## config.mk

```make
export PLATFORM = sky130hd
export DESIGN_NAME = mad_decoder
export DESIGN_NICKNAME = d
export VERILOG_FILES = /design/src/mad_pkg.sv /design/src/mad_addr_calc.sv /design/src/mad_decoder.sv
export SDC_FILE = /design/constraint.sdc
export NUM_CORES = 1
export LEC_CHECK = 0
export BUFFER_PORTS_ARGS = -buffer_cell sky130_fd_sc_hd__buf_2
export CAP_MARGIN = 20
export CORE_UTILIZATION = 44
export CTS_BUF_LIST = sky130_fd_sc_hd__clkbuf_16
export DETAILED_ROUTE_END_ITERATION = 8
export PLACE_DENSITY_LB_ADDON = 0.12
export SYNTH_ARGS = -nofsm -noshare
export SYNTH_HDL_FRONTEND = slang
export SYNTH_SLANG_ARGS = --single-unit
```

## constraint.sdc

```tcl
create_clock -name i_sys_clk -period 5.7 [get_ports i_sys_clk]
set_input_delay 0.285 -clock i_sys_clk [delete_from_list [all_inputs] [get_ports i_sys_clk]]
set_output_delay 0.285 -clock i_sys_clk [all_outputs]
set_load 0.02 [all_outputs]
```

## src/mad_pkg.sv

```systemverilog
package mad_pkg;
    // sfr addresses
    localparam logic [7:0] SFR_STACK_POINTER = 8'h81;
    localparam logic [7:0] SFR_DATA_POINTER_LOW = 8'h82;
    localparam logic [7:0] SFR_DATA_POINTER_HIGH = 8'h83;
    localparam logic [7:0] SFR_PROGRAM_STATUS_WORD = 8'hD0;
    localparam logic [7:0] SFR_ONCHIP_EXTERNAL_RAM_UPPER_ADDRESS_PAGE = 8'hAA;
    // reset values
    localparam logic [7:0] STACK_POINTER_RST = 8'h07;
    localparam logic [7:0] ONCHIP_EXTERNAL_RAM_PAGE_RST = 8'h00;
    localparam logic [7:0] DATA_POINTER_16_BYTE_RST = 8'h00;
    localparam logic [7:0] PSW_RST = 8'h00;
    // fields and boundaries
    localparam int BANK_SELECT_LOW_POS = 3;
    localparam int BANK_SELECT_HIGH_POS = 4;
    localparam logic [7:0] LOWER_RAM_TOP = 8'h7F;
    localparam logic [7:0] BIT_AREA_BASE = 8'h20;
    localparam logic [2:0] SFR_BIT_LOW_NIBBLE = 3'h0;
    localparam logic [15:0] FLASH_LAST_16K = 16'h3BFF;
    localparam logic [15:0] FLASH_LAST_8K = 16'h1FFF;
    localparam int DATA_RAM_BYTES = 768;
    localparam int IRAM_BYTES = 256;
    localparam int ONCHIP_EXTERNAL_RAM_BYTES = 512;
    // access kinds presented by the core
    typedef enum logic [2:0] {
        MAD_DIRECT,
        MAD_INDIRECT,
        MAD_BIT,
        MAD_CODE,
        MAD_XDATA16,
        MAD_XDATA8,
        MAD_PUSH,
        MAD_POP
    } mad_mode_e;
    // selected targets
    typedef enum logic [2:0] {
        MAD_T_NONE,
        MAD_T_IRAM,
        MAD_T_SFR,
        MAD_T_FLASH,
        MAD_T_ONCHIP_EXTERNAL_RAM,
        MAD_T_FLASH_WR
    } mad_target_e;
endpackage

```

## src/mad_addr_calc.sv

```systemverilog
`timescale 1ns/1ps
// combinational address former
module mad_addr_calc
    import mad_pkg::*;
#(
    parameter int ONCHIP_EXTERNAL_RAM_AW = 9
)
(
    input wire mad_mode_e i_mode,
    input wire logic [15:0] i_addr,
    input wire logic i_ptr_sel,
    input wire logic [7:0] i_r0,
    input wire logic [7:0] i_r1,
    input wire logic [7:0] i_sp,
    input wire logic [15:0] i_data_pointer_16,
    input wire logic [7:0] i_page,
    output logic [7:0] o_iram_addr,
    output logic [2:0] o_bit_pos,
    output logic o_bit_in_ram,
    output logic [ONCHIP_EXTERNAL_RAM_AW-1:0] o_onchip_external_ram_addr
);
    wire [7:0] ptr = i_ptr_sel ? i_r1 : i_r0;
    wire [7:0] bit_byte = BIT_AREA_BASE + {4'h0, i_addr[6:3]};
    wire [7:0] sfr_bit_byte = {i_addr[7:3], SFR_BIT_LOW_NIBBLE};
    wire [15:0] x8 = {i_page, ptr};
    wire [7:0] sp_inc = i_sp + 8'h01;
    assign o_bit_pos = i_addr[2:0];
    assign o_bit_in_ram = (i_addr[7] == 1'b0);
    always_comb
    begin
        o_iram_addr = i_addr[7:0];
        case (i_mode)
            MAD_INDIRECT: o_iram_addr = ptr;
            MAD_BIT: o_iram_addr = i_addr[7] ? sfr_bit_byte : bit_byte;
            MAD_PUSH: o_iram_addr = sp_inc;
            MAD_POP: o_iram_addr = i_sp;
            default: o_iram_addr = i_addr[7:0];
        endcase
    end
    // upper bits dropped: fold onto implemented ram
    assign o_onchip_external_ram_addr = (i_mode == MAD_XDATA8) ? x8[ONCHIP_EXTERNAL_RAM_AW-1:0]
        : i_data_pointer_16[ONCHIP_EXTERNAL_RAM_AW-1:0];
endmodule

```

## src/mad_decoder.sv

```systemverilog
`timescale 1ns/1ps
////////////////////////////////////////////////////////////////////////////////
// Behaviour
// - flash spans 0x0000 to 0x3BFF or 0x1FFF; above that reserved.
// - code reads go to flash; xdata writes may go to flash.
// - without redirection, xdata accesses hit on-chip external ram.
// - 768 bytes data ram: 256 internal, rest external.
// - lower 128 bytes reachable directly and indirectly.
// - 0x00-0x1F are four register banks, chosen by status bits 3,4.
// - direct access above 0x7F goes to sfr space.
// - indirect access above 0x7F goes to upper internal ram.
// - indirect pointer is r0 or r1 of active bank.
// - bytes 0x20-0x2F are 128 bits, address 8*offset plus bit.
// - bit or byte access follows the operand type.
// - stack pointer marks last entry; push writes sp+1 then increments.
// - reset loads stack pointer with 0x07.
// - stack lives anywhere in 256 internal bytes, depth 256.
// - 512 bytes external ram via data pointer or register pointer.
// - 16-bit xdata uses data pointer; high and low bytes accessible.
// - 8-bit xdata address is page register high, r0/r1 low.
// - external ram needs no setup before use.
// - sfrs at addresses ending 0 or 8 are bit-addressable.
module mad_decoder
    import mad_pkg::*;
#(
    parameter logic FLASH_16K = 1'b1,
    parameter int ONCHIP_EXTERNAL_RAM_AW = 9
)
(
    input wire logic i_sys_clk,
    input wire logic i_rst,
    input wire logic i_req,
    input wire mad_mode_e i_mode,
    input wire logic i_write,
    input wire logic [15:0] i_addr,
    input wire logic i_ptr_sel,
    input wire logic [7:0] i_wdata,
    input wire logic i_flash_wr_redirect,
    output logic o_valid,
    output mad_target_e o_target,
    output logic [7:0] o_iram_addr,
    output logic [ONCHIP_EXTERNAL_RAM_AW-1:0] o_onchip_external_ram_addr,
    output logic [15:0] o_code_addr,
    output logic [7:0] o_sfr_addr,
    output logic o_bit_access,
    output logic [2:0] o_bit_pos,
    output logic o_write,
    output logic [7:0] o_wdata,
    output logic o_reserved,
    output logic o_bad_bit,
    output logic [7:0] o_stack_pointer,
    output logic [15:0] o_data_pointer_16,
    output logic [7:0] o_onchip_external_ram_upper_address_page,
    output logic [1:0] o_active_bank
);
    ////////////////////////////////////////////////////////////////////////////
    // architectural registers
    logic [7:0] stack_pointer_reg;
    logic [7:0] stack_pointer_next;
    logic [7:0] data_pointer_low_reg;
    logic [7:0] data_pointer_high_reg;
    logic [7:0] onchip_external_ram_upper_address_page_reg;
    logic [7:0] program_status_word_reg;
    // shadow of r0/r1 for each bank
    logic [7:0] r0_reg [4];
    logic [7:0] r1_reg [4];

    wire [1:0] bank = {program_status_word_reg[BANK_SELECT_HIGH_POS],
        program_status_word_reg[BANK_SELECT_LOW_POS]};
    wire [15:0] data_pointer_16 = {data_pointer_high_reg, data_pointer_low_reg};
    wire [7:0] cur_r0 = r0_reg[bank];
    wire [7:0] cur_r1 = r1_reg[bank];

    ////////////////////////////////////////////////////////////////////////////
    // address forming
    wire [7:0] iram_addr;
    wire [2:0] bit_pos;
    wire bit_in_ram;
    wire [ONCHIP_EXTERNAL_RAM_AW-1:0] onchip_external_ram_addr;

    mad_addr_calc #(
        .ONCHIP_EXTERNAL_RAM_AW(ONCHIP_EXTERNAL_RAM_AW)
    ) u_calc (
        .i_mode(i_mode),
        .i_addr(i_addr),
        .i_ptr_sel(i_ptr_sel),
        .i_r0(cur_r0),
        .i_r1(cur_r1),
        .i_sp(stack_pointer_reg),
        .i_data_pointer_16(data_pointer_16),
        .i_page(onchip_external_ram_upper_address_page_reg),
        .o_iram_addr(iram_addr),
        .o_bit_pos(bit_pos),
        .o_bit_in_ram(bit_in_ram),
        .o_onchip_external_ram_addr(onchip_external_ram_addr)
    );

    ////////////////////////////////////////////////////////////////////////////
    // target selection
    wire [15:0] flash_last = FLASH_16K ? FLASH_LAST_16K : FLASH_LAST_8K;
    wire is_direct = (i_mode == MAD_DIRECT);
    wire is_bit = (i_mode == MAD_BIT);
    wire is_xdata = (i_mode == MAD_XDATA16) || (i_mode == MAD_XDATA8);
    wire direct_sfr = is_direct && (i_addr[7:0] > LOWER_RAM_TOP);
    wire bit_sfr = is_bit && !bit_in_ram;
    wire code_reserved = (i_mode == MAD_CODE) && (i_addr > flash_last);
    wire xdata_flash = is_xdata && i_write && i_flash_wr_redirect;
    wire sfr_hit = direct_sfr || bit_sfr;
    wire [7:0] sfr_addr = is_bit ? iram_addr : i_addr[7:0];
    wire sfr_wr = i_req && i_write && sfr_hit && !is_bit;
    wire push = i_req && (i_mode == MAD_PUSH);
    wire pop = i_req && (i_mode == MAD_POP);
    wire ram_wr_r0 = i_req && i_write && !sfr_hit && !is_xdata
        && (i_mode != MAD_CODE) && !is_bit && (iram_addr < BIT_AREA_BASE)
        && (iram_addr[2:0] == 3'h0);
    wire ram_wr_r1 = i_req && i_write && !sfr_hit && !is_xdata
        && (i_mode != MAD_CODE) && !is_bit && (iram_addr < BIT_AREA_BASE)
        && (iram_addr[2:0] == 3'h1);
    wire push_wr_r0 = push && (iram_addr < BIT_AREA_BASE)
        && (iram_addr[2:0] == 3'h0);
    wire push_wr_r1 = push && (iram_addr < BIT_AREA_BASE)
        && (iram_addr[2:0] == 3'h1);

    mad_target_e target_next;
    always_comb
    begin
        case (i_mode)
            MAD_CODE: target_next = code_reserved ? MAD_T_NONE
                : MAD_T_FLASH;
            MAD_XDATA16, MAD_XDATA8: target_next = xdata_flash
                ? MAD_T_FLASH_WR : MAD_T_ONCHIP_EXTERNAL_RAM;
            MAD_DIRECT: target_next = direct_sfr ? MAD_T_SFR
                : MAD_T_IRAM;
            MAD_BIT: target_next = bit_sfr ? MAD_T_SFR : MAD_T_IRAM;
            MAD_INDIRECT: target_next = MAD_T_IRAM;
            MAD_PUSH, MAD_POP: target_next = MAD_T_IRAM;
            default: target_next = MAD_T_NONE;
        endcase
    end

    // stack pointer: push pre-increments, pop post-decrements; 8 bits wrap
    always_comb
    begin
        stack_pointer_next = stack_pointer_reg;
        if (push)
            stack_pointer_next = stack_pointer_reg + 8'h01;
        else if (pop)
            stack_pointer_next = stack_pointer_reg - 8'h01;
        else if (sfr_wr && i_addr[7:0] == SFR_STACK_POINTER)
            stack_pointer_next = i_wdata;
    end

    ////////////////////////////////////////////////////////////////////////////
    // state
    always_ff @(posedge i_sys_clk or posedge i_rst)
    begin
        if (i_rst)
            stack_pointer_reg <= STACK_POINTER_RST;
        else
            stack_pointer_reg <= stack_pointer_next;
    end

    always_ff @(posedge i_sys_clk or posedge i_rst)
    begin
        if (i_rst)
        begin
            data_pointer_low_reg <= DATA_POINTER_16_BYTE_RST;
            data_pointer_high_reg <= DATA_POINTER_16_BYTE_RST;
        end
        else if (sfr_wr && i_addr[7:0] == SFR_DATA_POINTER_LOW)
            data_pointer_low_reg <= i_wdata;
        else if (sfr_wr && i_addr[7:0] == SFR_DATA_POINTER_HIGH)
            data_pointer_high_reg <= i_wdata;
    end

    always_ff @(posedge i_sys_clk or posedge i_rst)
    begin
        if (i_rst)
        begin
            onchip_external_ram_upper_address_page_reg <= ONCHIP_EXTERNAL_RAM_PAGE_RST;
            program_status_word_reg <= PSW_RST;
        end
        else if (sfr_wr && i_addr[7:0] == SFR_ONCHIP_EXTERNAL_RAM_UPPER_ADDRESS_PAGE)
            onchip_external_ram_upper_address_page_reg <= i_wdata;
        else if (sfr_wr && i_addr[7:0] == SFR_PROGRAM_STATUS_WORD)
            program_status_word_reg <= i_wdata;
    end

    // r0/r1 shadows track writes to bank locations
    genvar gb;
    generate
        for (gb = 0; gb < 4; gb++)
        begin : g_bank
            wire hit = (iram_addr[4:3] == 2'(gb));
            wire [7:0] wv = push ? i_wdata : i_wdata;
            always_ff @(posedge i_sys_clk or posedge i_rst)
            begin
                if (i_rst)
                begin
                    r0_reg[gb] <= 8'h00;
                    r1_reg[gb] <= 8'h00;
                end
                else if (hit && (ram_wr_r0 || push_wr_r0))
                    r0_reg[gb] <= wv;
                else if (hit && (ram_wr_r1 || push_wr_r1))
                    r1_reg[gb] <= wv;
            end
        end
    endgenerate

    ////////////////////////////////////////////////////////////////////////////
    // registered outputs
    always_ff @(posedge i_sys_clk or posedge i_rst)
    begin
        if (i_rst)
        begin
            o_valid <= 1'b0;
            o_target <= MAD_T_NONE;
            o_iram_addr <= 8'h00;
            o_onchip_external_ram_addr <= '0;
            o_code_addr <= 16'h0000;
            o_sfr_addr <= 8'h00;
            o_bit_access <= 1'b0;
            o_bit_pos <= 3'h0;
            o_write <= 1'b0;
            o_wdata <= 8'h00;
            o_reserved <= 1'b0;
            o_bad_bit <= 1'b0;
        end
        else
        begin
            o_valid <= i_req;
            o_target <= i_req ? target_next : MAD_T_NONE;
            o_iram_addr <= iram_addr;
            o_onchip_external_ram_addr <= onchip_external_ram_addr;
            o_code_addr <= i_addr;
            o_sfr_addr <= sfr_addr;
            o_bit_access <= i_req && is_bit;
            o_bit_pos <= bit_pos;
            o_write <= i_req && (i_write || (i_mode == MAD_PUSH));
            o_wdata <= i_wdata;
            o_reserved <= i_req && code_reserved;
            o_bad_bit <= i_req && bit_sfr
                && (sfr_addr[2:0] != SFR_BIT_LOW_NIBBLE);
        end
    end

    always_ff @(posedge i_sys_clk or posedge i_rst)
    begin
        if (i_rst)
        begin
            o_stack_pointer <= STACK_POINTER_RST;
            o_data_pointer_16 <= {DATA_POINTER_16_BYTE_RST, DATA_POINTER_16_BYTE_RST};
            o_onchip_external_ram_upper_address_page <= ONCHIP_EXTERNAL_RAM_PAGE_RST;
            o_active_bank <= 2'h0;
        end
        else
        begin
            o_stack_pointer <= stack_pointer_reg;
            o_data_pointer_16 <= data_pointer_16;
            o_onchip_external_ram_upper_address_page <= onchip_external_ram_upper_address_page_reg;
            o_active_bank <= bank;
        end
    end

    ////////////////////////////////////////////////////////////////////////////
    // checks
    // reference values, taken in the cycle of the request
    wire [7:0] ptr_now = i_ptr_sel ? cur_r1 : cur_r0;
    wire [7:0] bit_byte_now = BIT_AREA_BASE + {4'h0, i_addr[6:3]};
    wire [15:0] x8_full = {onchip_external_ram_upper_address_page_reg, ptr_now};
    wire [ONCHIP_EXTERNAL_RAM_AW-1:0] x8_now = x8_full[ONCHIP_EXTERNAL_RAM_AW-1:0];
    wire [ONCHIP_EXTERNAL_RAM_AW-1:0] data_pointer_16_now = data_pointer_16[ONCHIP_EXTERNAL_RAM_AW-1:0];
    wire bit_req = i_req && is_bit;

    AST_DIRECT_SFR: assert property (@(posedge i_sys_clk)
        disable iff (i_rst)
        i_req && is_direct && i_addr[7] |=> o_target == MAD_T_SFR)
        else $error("direct high address not routed to sfr");
    AST_INDIRECT_IRAM: assert property (@(posedge i_sys_clk)
        disable iff (i_rst) i_req && i_mode == MAD_INDIRECT
        |=> o_target == MAD_T_IRAM)
        else $error("indirect access not routed to ram");
    AST_PTR_SEL: assert property (@(posedge i_sys_clk)
        disable iff (i_rst) i_req && i_mode == MAD_INDIRECT
        |=> o_iram_addr == $past(ptr_now))
        else $error("indirect pointer wrong");
    AST_PUSH_ADDR: assert property (@(posedge i_sys_clk)
        disable iff (i_rst)
        push |=> o_iram_addr == stack_pointer_reg)
        else $error("push address not new stack pointer");
    AST_POP_ADDR: assert property (@(posedge i_sys_clk)
        disable iff (i_rst)
        pop |=> o_iram_addr == $past(stack_pointer_reg))
        else $error("pop address not old stack pointer");
    AST_SP_POP: assert property (@(posedge i_sys_clk)
        disable iff (i_rst)
        pop |=> stack_pointer_reg == $past(stack_pointer_reg) - 8'h01)
        else $error("pop did not step stack pointer down");
    AST_SP_RESET: assert property (@(posedge i_sys_clk)
        $fell(i_rst) |-> stack_pointer_reg == STACK_POINTER_RST)
        else $error("stack pointer reset value wrong");
    AST_BIT_MAP: assert property (@(posedge i_sys_clk)
        disable iff (i_rst) bit_req && !i_addr[7]
        |=> o_iram_addr == $past(bit_byte_now))
        else $error("bit address mapping wrong");
    AST_BIT_FLAG: assert property (@(posedge i_sys_clk)
        disable iff (i_rst)
        o_valid |-> o_bit_access == $past(bit_req))
        else $error("bit access flag wrong");
    AST_SFR_BIT: assert property (@(posedge i_sys_clk)
        disable iff (i_rst) i_req && bit_sfr
        |=> o_sfr_addr[2:0] == SFR_BIT_LOW_NIBBLE && !o_bad_bit)
        else $error("sfr bit not on a bit-addressable register");
    AST_CODE_FLASH: assert property (@(posedge i_sys_clk)
        disable iff (i_rst) i_req && i_mode == MAD_CODE
        && i_addr <= flash_last |=> o_target == MAD_T_FLASH)
        else $error("code read not from flash");
    AST_CODE_RESERVED: assert property (@(posedge i_sys_clk)
        disable iff (i_rst) i_req && code_reserved
        |=> o_reserved && o_target == MAD_T_NONE)
        else $error("reserved code address not flagged");
    AST_FLASH_WR: assert property (@(posedge i_sys_clk)
        disable iff (i_rst) i_req && xdata_flash
        |=> o_target == MAD_T_FLASH_WR)
        else $error("redirected xdata write not sent to flash");
    AST_XDATA16: assert property (@(posedge i_sys_clk)
        disable iff (i_rst) i_req && i_mode == MAD_XDATA16
        |=> o_onchip_external_ram_addr == $past(data_pointer_16_now))
        else $error("16-bit xdata address wrong");
    AST_XDATA8: assert property (@(posedge i_sys_clk)
        disable iff (i_rst) i_req && i_mode == MAD_XDATA8
        |=> o_onchip_external_ram_addr == $past(x8_now))
        else $error("8-bit xdata address wrong");
    AST_ONCHIP_EXTERNAL_RAM_DEFAULT: assert property (@(posedge i_sys_clk)
        disable iff (i_rst) i_req && is_xdata && !i_flash_wr_redirect
        |=> o_target == MAD_T_ONCHIP_EXTERNAL_RAM)
        else $error("xdata not routed to external ram");
    COV_PUSH: cover property (@(posedge i_sys_clk) push ##1 push);
    COV_SFR: cover property (@(posedge i_sys_clk) o_target == MAD_T_SFR);
    COV_FLASH_WR: cover property (@(posedge i_sys_clk)
        o_target == MAD_T_FLASH_WR);
    COV_BIT_SFR: cover property (@(posedge i_sys_clk)
        o_bit_access && o_target == MAD_T_SFR);
    COV_RESERVED: cover property (@(posedge i_sys_clk) o_reserved);
endmodule

```

After elaboration in Yosys (flattened, before gate mapping)
Index checks and enable logic that the tools add are counted.

Add/subtract/negate cells: 3. Order comparisons: 4. Eq/ne operators: 17. Multiplexer cells: 20. Bitwise operators: 7. Reduce and logical (&&, ||, !) cells: 59.

Operators by type and width (number): two-way mux 8 bit (10); equality test 8 bit, second input constant (5); logical AND 1 bit (38); binary-select mux 8 bit (select 2 bit) (2); case mux 8 bit (4 select lines) (1); > comparator 16 x 14 -> 1 bit, second input constant (1); case mux 3 bit (5 select lines) (1); equality test 3 bit, second input constant (4); AND reduction 2 bit (6); two-way mux 9 bit (1); adder 8 x 1 -> 8 bit, second input constant (1); > comparator 8 x 7 -> 1 bit, second input constant (1); < comparator 8 x 6 -> 1 bit, second input constant (1); subtractor 8 x 1 -> 8 bit, second input constant (1); adder 6 x 4 -> 7 bit, first input constant (1); equality test 3 x 1 -> 1 bit, second input constant (2); equality test 3 x 2 -> 1 bit, second input constant (2); logical NOT 3 bit (2); two-way mux 2 bit (3); NOT 1 bit (6); nonzero test 3 bit (2); logical OR 1 bit (5); equality test 2 bit, second input constant (2); >= comparator 3 bit, second input constant (1); other kinds (9) (11).

Flip-flop bits (word level): 195. Input bits: 33. Logic and storage cells: 139.

Logic depth before layout (Yosys ltp)
Word-level depth: 14. Gate-level depth with buffers: 10.

Cells and area by module
Synthesis repeated with hierarchy kept, for this count alone.

Cells, all modules: 574. Area total of the unflattened synthesis: 8002.7 um^2.

By module, submodules not included: mad_decoder (instances 1, cells an instance 459, area each 7267.0 um^2); mad_addr_calc (instances 1, cells an instance 115, area each 735.7 um^2).

Least setup slack after synthesis
OpenSTA, ideal clock, no wires.

Path type: register to register. Start: register stack_pointer_reg[0]. End: register r0_reg[10] (netlist bit). Arrival time: 2.616 ns. Data required time: 5.575 ns. Slack: 2.960 ns. Stages on the path, launching flop included: 11. Path buffers: 1. Clock period less this slack: 2.740 ns. Cells stage by stage: dfstp_2 clkbuf_1 inv_1 ha_1 nand2_1 a32oi_1 nand2_1 nand4b_1 nor4_2 nand2_1 mux2_2.

Word-level cells in the longest chain between the ends: 7. Elaborated cells between the ends (all ways): 11. Those cells by class: 1 x add/sub; 1 x order compare; 1 x eq/ne; 1 x mux; 7 x reduce/logical.

RTL lines: from (decl) (line mad_decoder.sv:58) `logic [7:0] stack_pointer_reg;`; from (signal assigned) (line mad_decoder.sv:160) `stack_pointer_reg <= stack_pointer_next;`; adder 8 x 1 -> 8 bit (line mad_addr_calc.sv:26) `wire [7:0] sp_inc = i_sp + 8'h01;`; case mux 8 bit (4 select lines) (*) (line mad_addr_calc.sv:32) `case (i_mode)`; < comparator 8 x 6 -> 1 bit (line mad_decoder.sv:114, mad_decoder.sv:119); logical AND 1 bit (on tied branches) (line mad_decoder.sv:114, mad_decoder.sv:119); logical AND 1 bit (on tied branches) (line mad_decoder.sv:115, mad_decoder.sv:120); logical OR 1 bit (line mad_decoder.sv:203) `else if (hit && (ram_wr_r0 || push_wr_r0))`; logical AND 1 bit (*) (line mad_decoder.sv:203); to (signal, indexed assignment) (line mad_decoder.sv:204) `r0_reg[gb] <= wv;`; to (decl) (line mad_decoder.sv:65) `logic [7:0] r0_reg [4];`.

Mark *: on every way between the ends. The rest lies on a longest branch, timed or not. A chain may end at the register's enable or synchronous reset.

Worst setup path after layout
Start: register program_status_word_reg[3]. End: register r0_reg[24] (netlist bit).

Word-level cells in the longest chain between the ends: 11. Elaborated cells between the ends (all ways): 18. Those cells by class: 1 x order compare; 8 x mux; 1 x bitwise; 8 x reduce/logical.

RTL lines: from (decl) (line mad_decoder.sv:63) `logic [7:0] program_status_word_reg;`; from (signal assigned) (line mad_decoder.sv:186) `program_status_word_reg <= i_wdata;`; NOT 2 -> 3 bit (implied by the code) (*) (line mad_decoder.sv:71, mad_decoder.sv:72); binary-select mux 8 bit (select 2 bit) (on tied branches) (line mad_decoder.sv:71, mad_decoder.sv:72); two-way mux 8 bit (on tied branches) (2 in a row) (line mad_decoder.sv:71, mad_decoder.sv:72); two-way mux 8 bit (*) (line mad_addr_calc.sv:22) `wire [7:0] ptr = i_ptr_sel ? i_r1 : i_r0;`; case mux 8 bit (4 select lines) (*) (line mad_addr_calc.sv:32); via iram_addr[4] (line mad_decoder.sv:76) `wire [7:0] iram_addr;`; < comparator 8 x 6 -> 1 bit (line mad_decoder.sv:114, mad_decoder.sv:119); logical AND 1 bit (on tied branches) (line mad_decoder.sv:114, mad_decoder.sv:119); logical AND 1 bit (on tied branches) (line mad_decoder.sv:115, mad_decoder.sv:120); logical OR 1 bit (line mad_decoder.sv:203); logical AND 1 bit (*) (line mad_decoder.sv:203).

Mark *: on every way through the listed nets, which the timed path passes. The rest lies on a longest branch. The select of a mux whose other input is x is not followed.

==> impl.org <==
** Synthesis
- The number of nets handed over by synthesis was 623.
- Sequential share of the synthesized area :: 60.9%
- sky130_fd_sc_hd__dfrtp_1 takes more of the synthesized area than any other cell.
- Post-synthesis sequential element count :: 189
- Ranked by total cell area, the synthesized netlist is headed by sky130_fd_sc_hd__dfrtp_1, sky130_fd_sc_hd__mux2_2, sky130_fd_sc_hd__mux4_2, sky130_fd_sc_hd__o21ai_0, sky130_fd_sc_hd__dfstp_2.
- In this run the cell area of the synthesized design comes to 0.00778 mm².
- Yosys instantiated no cell more often than sky130_fd_sc_hd__dfrtp_1.
- Post-synth top area share :: 58.9%
- Synth Area per Inst :: 13.2 µm²
- In this run, synthesis inferred 0 flip-flops with an integrated enable.
- The Yosys step of the flow raised 0 warnings.
- After synthesis, the most frequently instantiated cells are sky130_fd_sc_hd__dfrtp_1, sky130_fd_sc_hd__mux2_2, sky130_fd_sc_hd__nand2_1, sky130_fd_sc_hd__o21ai_0, sky130_fd_sc_hd__nor2_1.
- Number of instances in the synthesized netlist :: 588
- After synthesis, the share of flip-flops with an asynchronous set or reset is 100%.
- For this run, the leading register cell type out of synthesis is sky130_fd_sc_hd__dfrtp_1.
- Yosys cell types :: 70

** Routing
- Detailed-route via count :: 5224
- The detailed router finished its first iteration with 481 violations.
- The first TritonRoute pass finished after 5 iterations.
- Once detail routing completed, the nets flagged for antenna violations numbered 0.
- After detailed routing, the average wire length per cell comes to 20.4 µm.
- In the routed design, unresolved DRC markers number 0.
- After detailed routing, the total wire length is 19200 µm.
- In the routed layout, each cell is associated on average with a via count of 5.55.

** Cells and area
- Antenna diode count :: 0
- Layout cell share with drive strength beyond 1 :: 39.7%
- Final cell count without fillers :: 941
- Number of nets in the final layout :: 738
- After routing the design area is 0.00922 mm².
- For this run, the share of the core covered by cells in the final layout is 53.3%.
- Fill cells in the final layout number 1483.
- The multi-input combinational cells in the finished layout cover a total of 0.00281 mm².
- From synthesis to final layout, the design area changed by 18.5%.
- The sequential cells in the finished layout cover a total of 0.00474 mm².

** STA
- The worst path needs 3660 ps of the cycle, external delays included.
- Total negative slack for setup checks :: 0 ps
- Setup-violating endpoint count in the final report :: 0
- Hold is met by 32.3 ps.
- Number of hold violations in the final report :: 0
- After layout, the worst path uses 64.1% of the clock period.
- Timing would allow up to 274 MHz.
- Final Skew :: 10.1 ps
- Transition time at the pin with the least slew margin :: 979 ps
- Setup repair after global routing left no endpoint under its margin.
- The max-slew violation count was 0.
- Post-layout worst setup margin :: 2040 ps
- Measured against its own limit, the worst slew margin works out to 34.7%.

** GRT
- First-pass GRT wire length :: 30200 µm
- Met1 routing resource usage after global routing :: 29.3%
- Final global-route overflow total :: 0
- The via count of the first global-routing pass is 5220.
- Met2 global-route usage :: 36.6%
- For met3 alone, demand over resource in global routing was 4.84%.
- Most Used Layer, Global Route :: met2
- Total global routing track utilization :: 22.5%
- The initial antenna violation count is 0.
- Entering global routing, the biggest net connects 72 pins.

** Critical path
- Biggest fanout along the worst timing path :: 18
- Endpoint of the worst setup timing path :: r0_reg[24]
- Endpoint kind of the worst setup timing path :: flop
- Worst path max stage delay :: 990 ps
- In this design, the largest share of critical-path delay is due to multiplexers.
- STA classifies the critical path startpoint as a flop.
- Worst Path Arrival :: 3970 ps
- Crit path depth :: 7
- Critical Path Start :: program_status_word_reg[3]
- Master of the slowest instance on the critical path :: sky130_fd_sc_hd__dfrtp_1
- The worst register-to-register path has a depth of 7.
- By startpoint and endpoint, the worst setup path is classified as reg2reg.
- The endpoint identified for the worst register-to-register timing path is r0_reg[24].
- In this run the critical register-to-register path is launched from program_status_word_reg[3].
- The setup check on the worst reg-to-reg path leaves a slack of 2040 ps.
- The number of buffers and inverters on the critical path is 1.
- Chain of cells forming the critical path :: mux4_2, mux2i_1, o22a_1, inv_2, nor4_4, nand2_1, mux2_1
- Data on the critical path is required at its endpoint by 6010 ps.

** Clock tree
- The tree built by TritonCTS fans out to 189 sinks.
- The tree is rooted in a sky130_fd_sc_hd__clkbuf_16.
- In this run, post-CTS hold repair placed 9 buffers.
- CTS-repair resized insts :: 0
- Clock latency on the worst-skew pair, taken at its later pin, is 430 ps.
- Maximum number of buffers from clock root to sink :: 2
- Counting the buffers created by CTS gives 17.
- CTS tree :: yes
- Setup Buffers After CTS :: 0
- Number of levels in the clock H-tree :: 4
- After clock tree synthesis, the clock-pin slew on the worst setup and hold paths is 70 ps.

** Floorplan
- Area of the placeable core :: 0.0173 mm²
- For this configuration, the core starts out at a cell density of 45.0%.
- The floorplan step defined a die boundary enclosing 0.0182 mm².
- Die height :: 135 µm
- Pin placement for this block handled 127 I/O pins.
- The initialized floorplan defines 48 standard-cell rows.
- The floorplan step set the die width to 135 µm.

** Power
- Maximum resistive drop on vdd :: 0.000215 V
- Power spread over the standard cell area amounts to 326 mW/mm².
- Power after layout :: 3.00 mW
- Static Leakage :: 4.54 nW

** Outcome
- Status :: completed

** Place
- The HPWL after detailed placement is 13200 µm.
- Input/output buffers :: 126
- Placed cell area :: 0.00852 mm²
- Final GP Congestion :: 0.950
- Setup Slack @ Placement :: 2010 ps
- Cells after DPL :: 900

** Worst hold path
- Type of the tightest min-delay check :: in2reg

** Job
- Across the run, the number of max-cap violations was 0.
[per-layer routing]
| layer | vias to the layer above | share of wire, % |
|---|---|---|
| li1 | 2328 | - |
| met1 | 2651 | 43 |
| met2 | 210 | 49 |
| met3 | 35 | 5.4 |
| met4 | 0 | 2.7 |
| met5 | - | 0 |
[worst min path at each step]
| stage | startpoint | endpoint | slack [ps] | cells past startpoint |
|---|---|---|---|---|
| after global placement | onchip_external_ram_upper_address_page_reg[3] | o_onchip_external_ram_upper_address_page[3] | 350 | 0 |
| after global routing | i_addr[2] | o_code_addr[2] | 10 | 1 |
| final | i_addr[2] | o_code_addr[2] | 30 | 1 |
| after CTS | i_addr[2] | o_code_addr[2] | 10 | 1 |
| after detailed placement | onchip_external_ram_upper_address_page_reg[1] | o_onchip_external_ram_upper_address_page[1] | 360 | 0 |
| after floorplan | i_addr[0] | o_bit_pos[0] | 320 | 0 |
[report_power, final]
group	internal, mW	switching [mW]	leakage (nW)
Combinational	0.121	0.212	1.75
Clock	0.628	0.563	0.288
Sequential	1.42	0.0607	2.50
[cell usage in the layout (no fill, tap or decap), types with 3 or more instances in the layout]
cell type                       synthesis  routed
sky130_fd_sc_hd__mux2i_1               13      13
sky130_fd_sc_hd__nand3_1               14      14
sky130_fd_sc_hd__a21oi_1               11      11
sky130_fd_sc_hd__nand2b_1               6       6
sky130_fd_sc_hd__o21ai_0               36      36
sky130_fd_sc_hd__a31oi_1                6       6
sky130_fd_sc_hd__or2_2                  4       4
sky130_fd_sc_hd__buf_2                  9     126
sky130_fd_sc_hd__nor2_1                26      26
sky130_fd_sc_hd__dlygate4sd3_1          0       9
sky130_fd_sc_hd__mux4_2                14      14
sky130_fd_sc_hd__dfrtp_1              183     183
sky130_fd_sc_hd__nand2_2                4       4
sky130_fd_sc_hd__inv_6                  0       5
sky130_fd_sc_hd__clkbuf_16              0      17
sky130_fd_sc_hd__xor2_1                 3       3
sky130_fd_sc_hd__o22ai_1                3       3
sky130_fd_sc_hd__nor2b_1                5       5
sky130_fd_sc_hd__dfstp_2                6       6
sky130_fd_sc_hd__mux2_1                 6       6
sky130_fd_sc_hd__inv_8                  0       4
sky130_fd_sc_hd__nand4_1                3       3
sky130_fd_sc_hd__o211ai_1               3       3
sky130_fd_sc_hd__nor3_1                 9       9
sky130_fd_sc_hd__nand2_1               41      41
sky130_fd_sc_hd__nand4b_1               3       3
sky130_fd_sc_hd__and3_1                 3       3
sky130_fd_sc_hd__inv_1                  9       8
sky130_fd_sc_hd__mux2_2                86      86
[kinds of logic after synthesis]
group,after synthesis,share of synthesized area (%)
and+or+nand+nor,137,9.43
xor gates and xnor gates,5,0.563
other,1,0.0482
DFF,189,60.9
buffers and inverters,52,2.90
AOI/OAI and AO/OA,82,6.65
muxes,119,19.1
adders and majority gates,3,0.450
[cell type report]
class / instances / area share, %
Clock buffer: 17 / 4.62
Clock inverter: 15 / 1.90
Inverter: 11 / 0.502
Multi-Input combinational cell: 347 / 30.5
Sequential cell: 189 / 51.4
Tap cell: 225 / 3.05
Timing Repair Buffer: 137 / 7.98
Power figures use the tool's default switching activity.
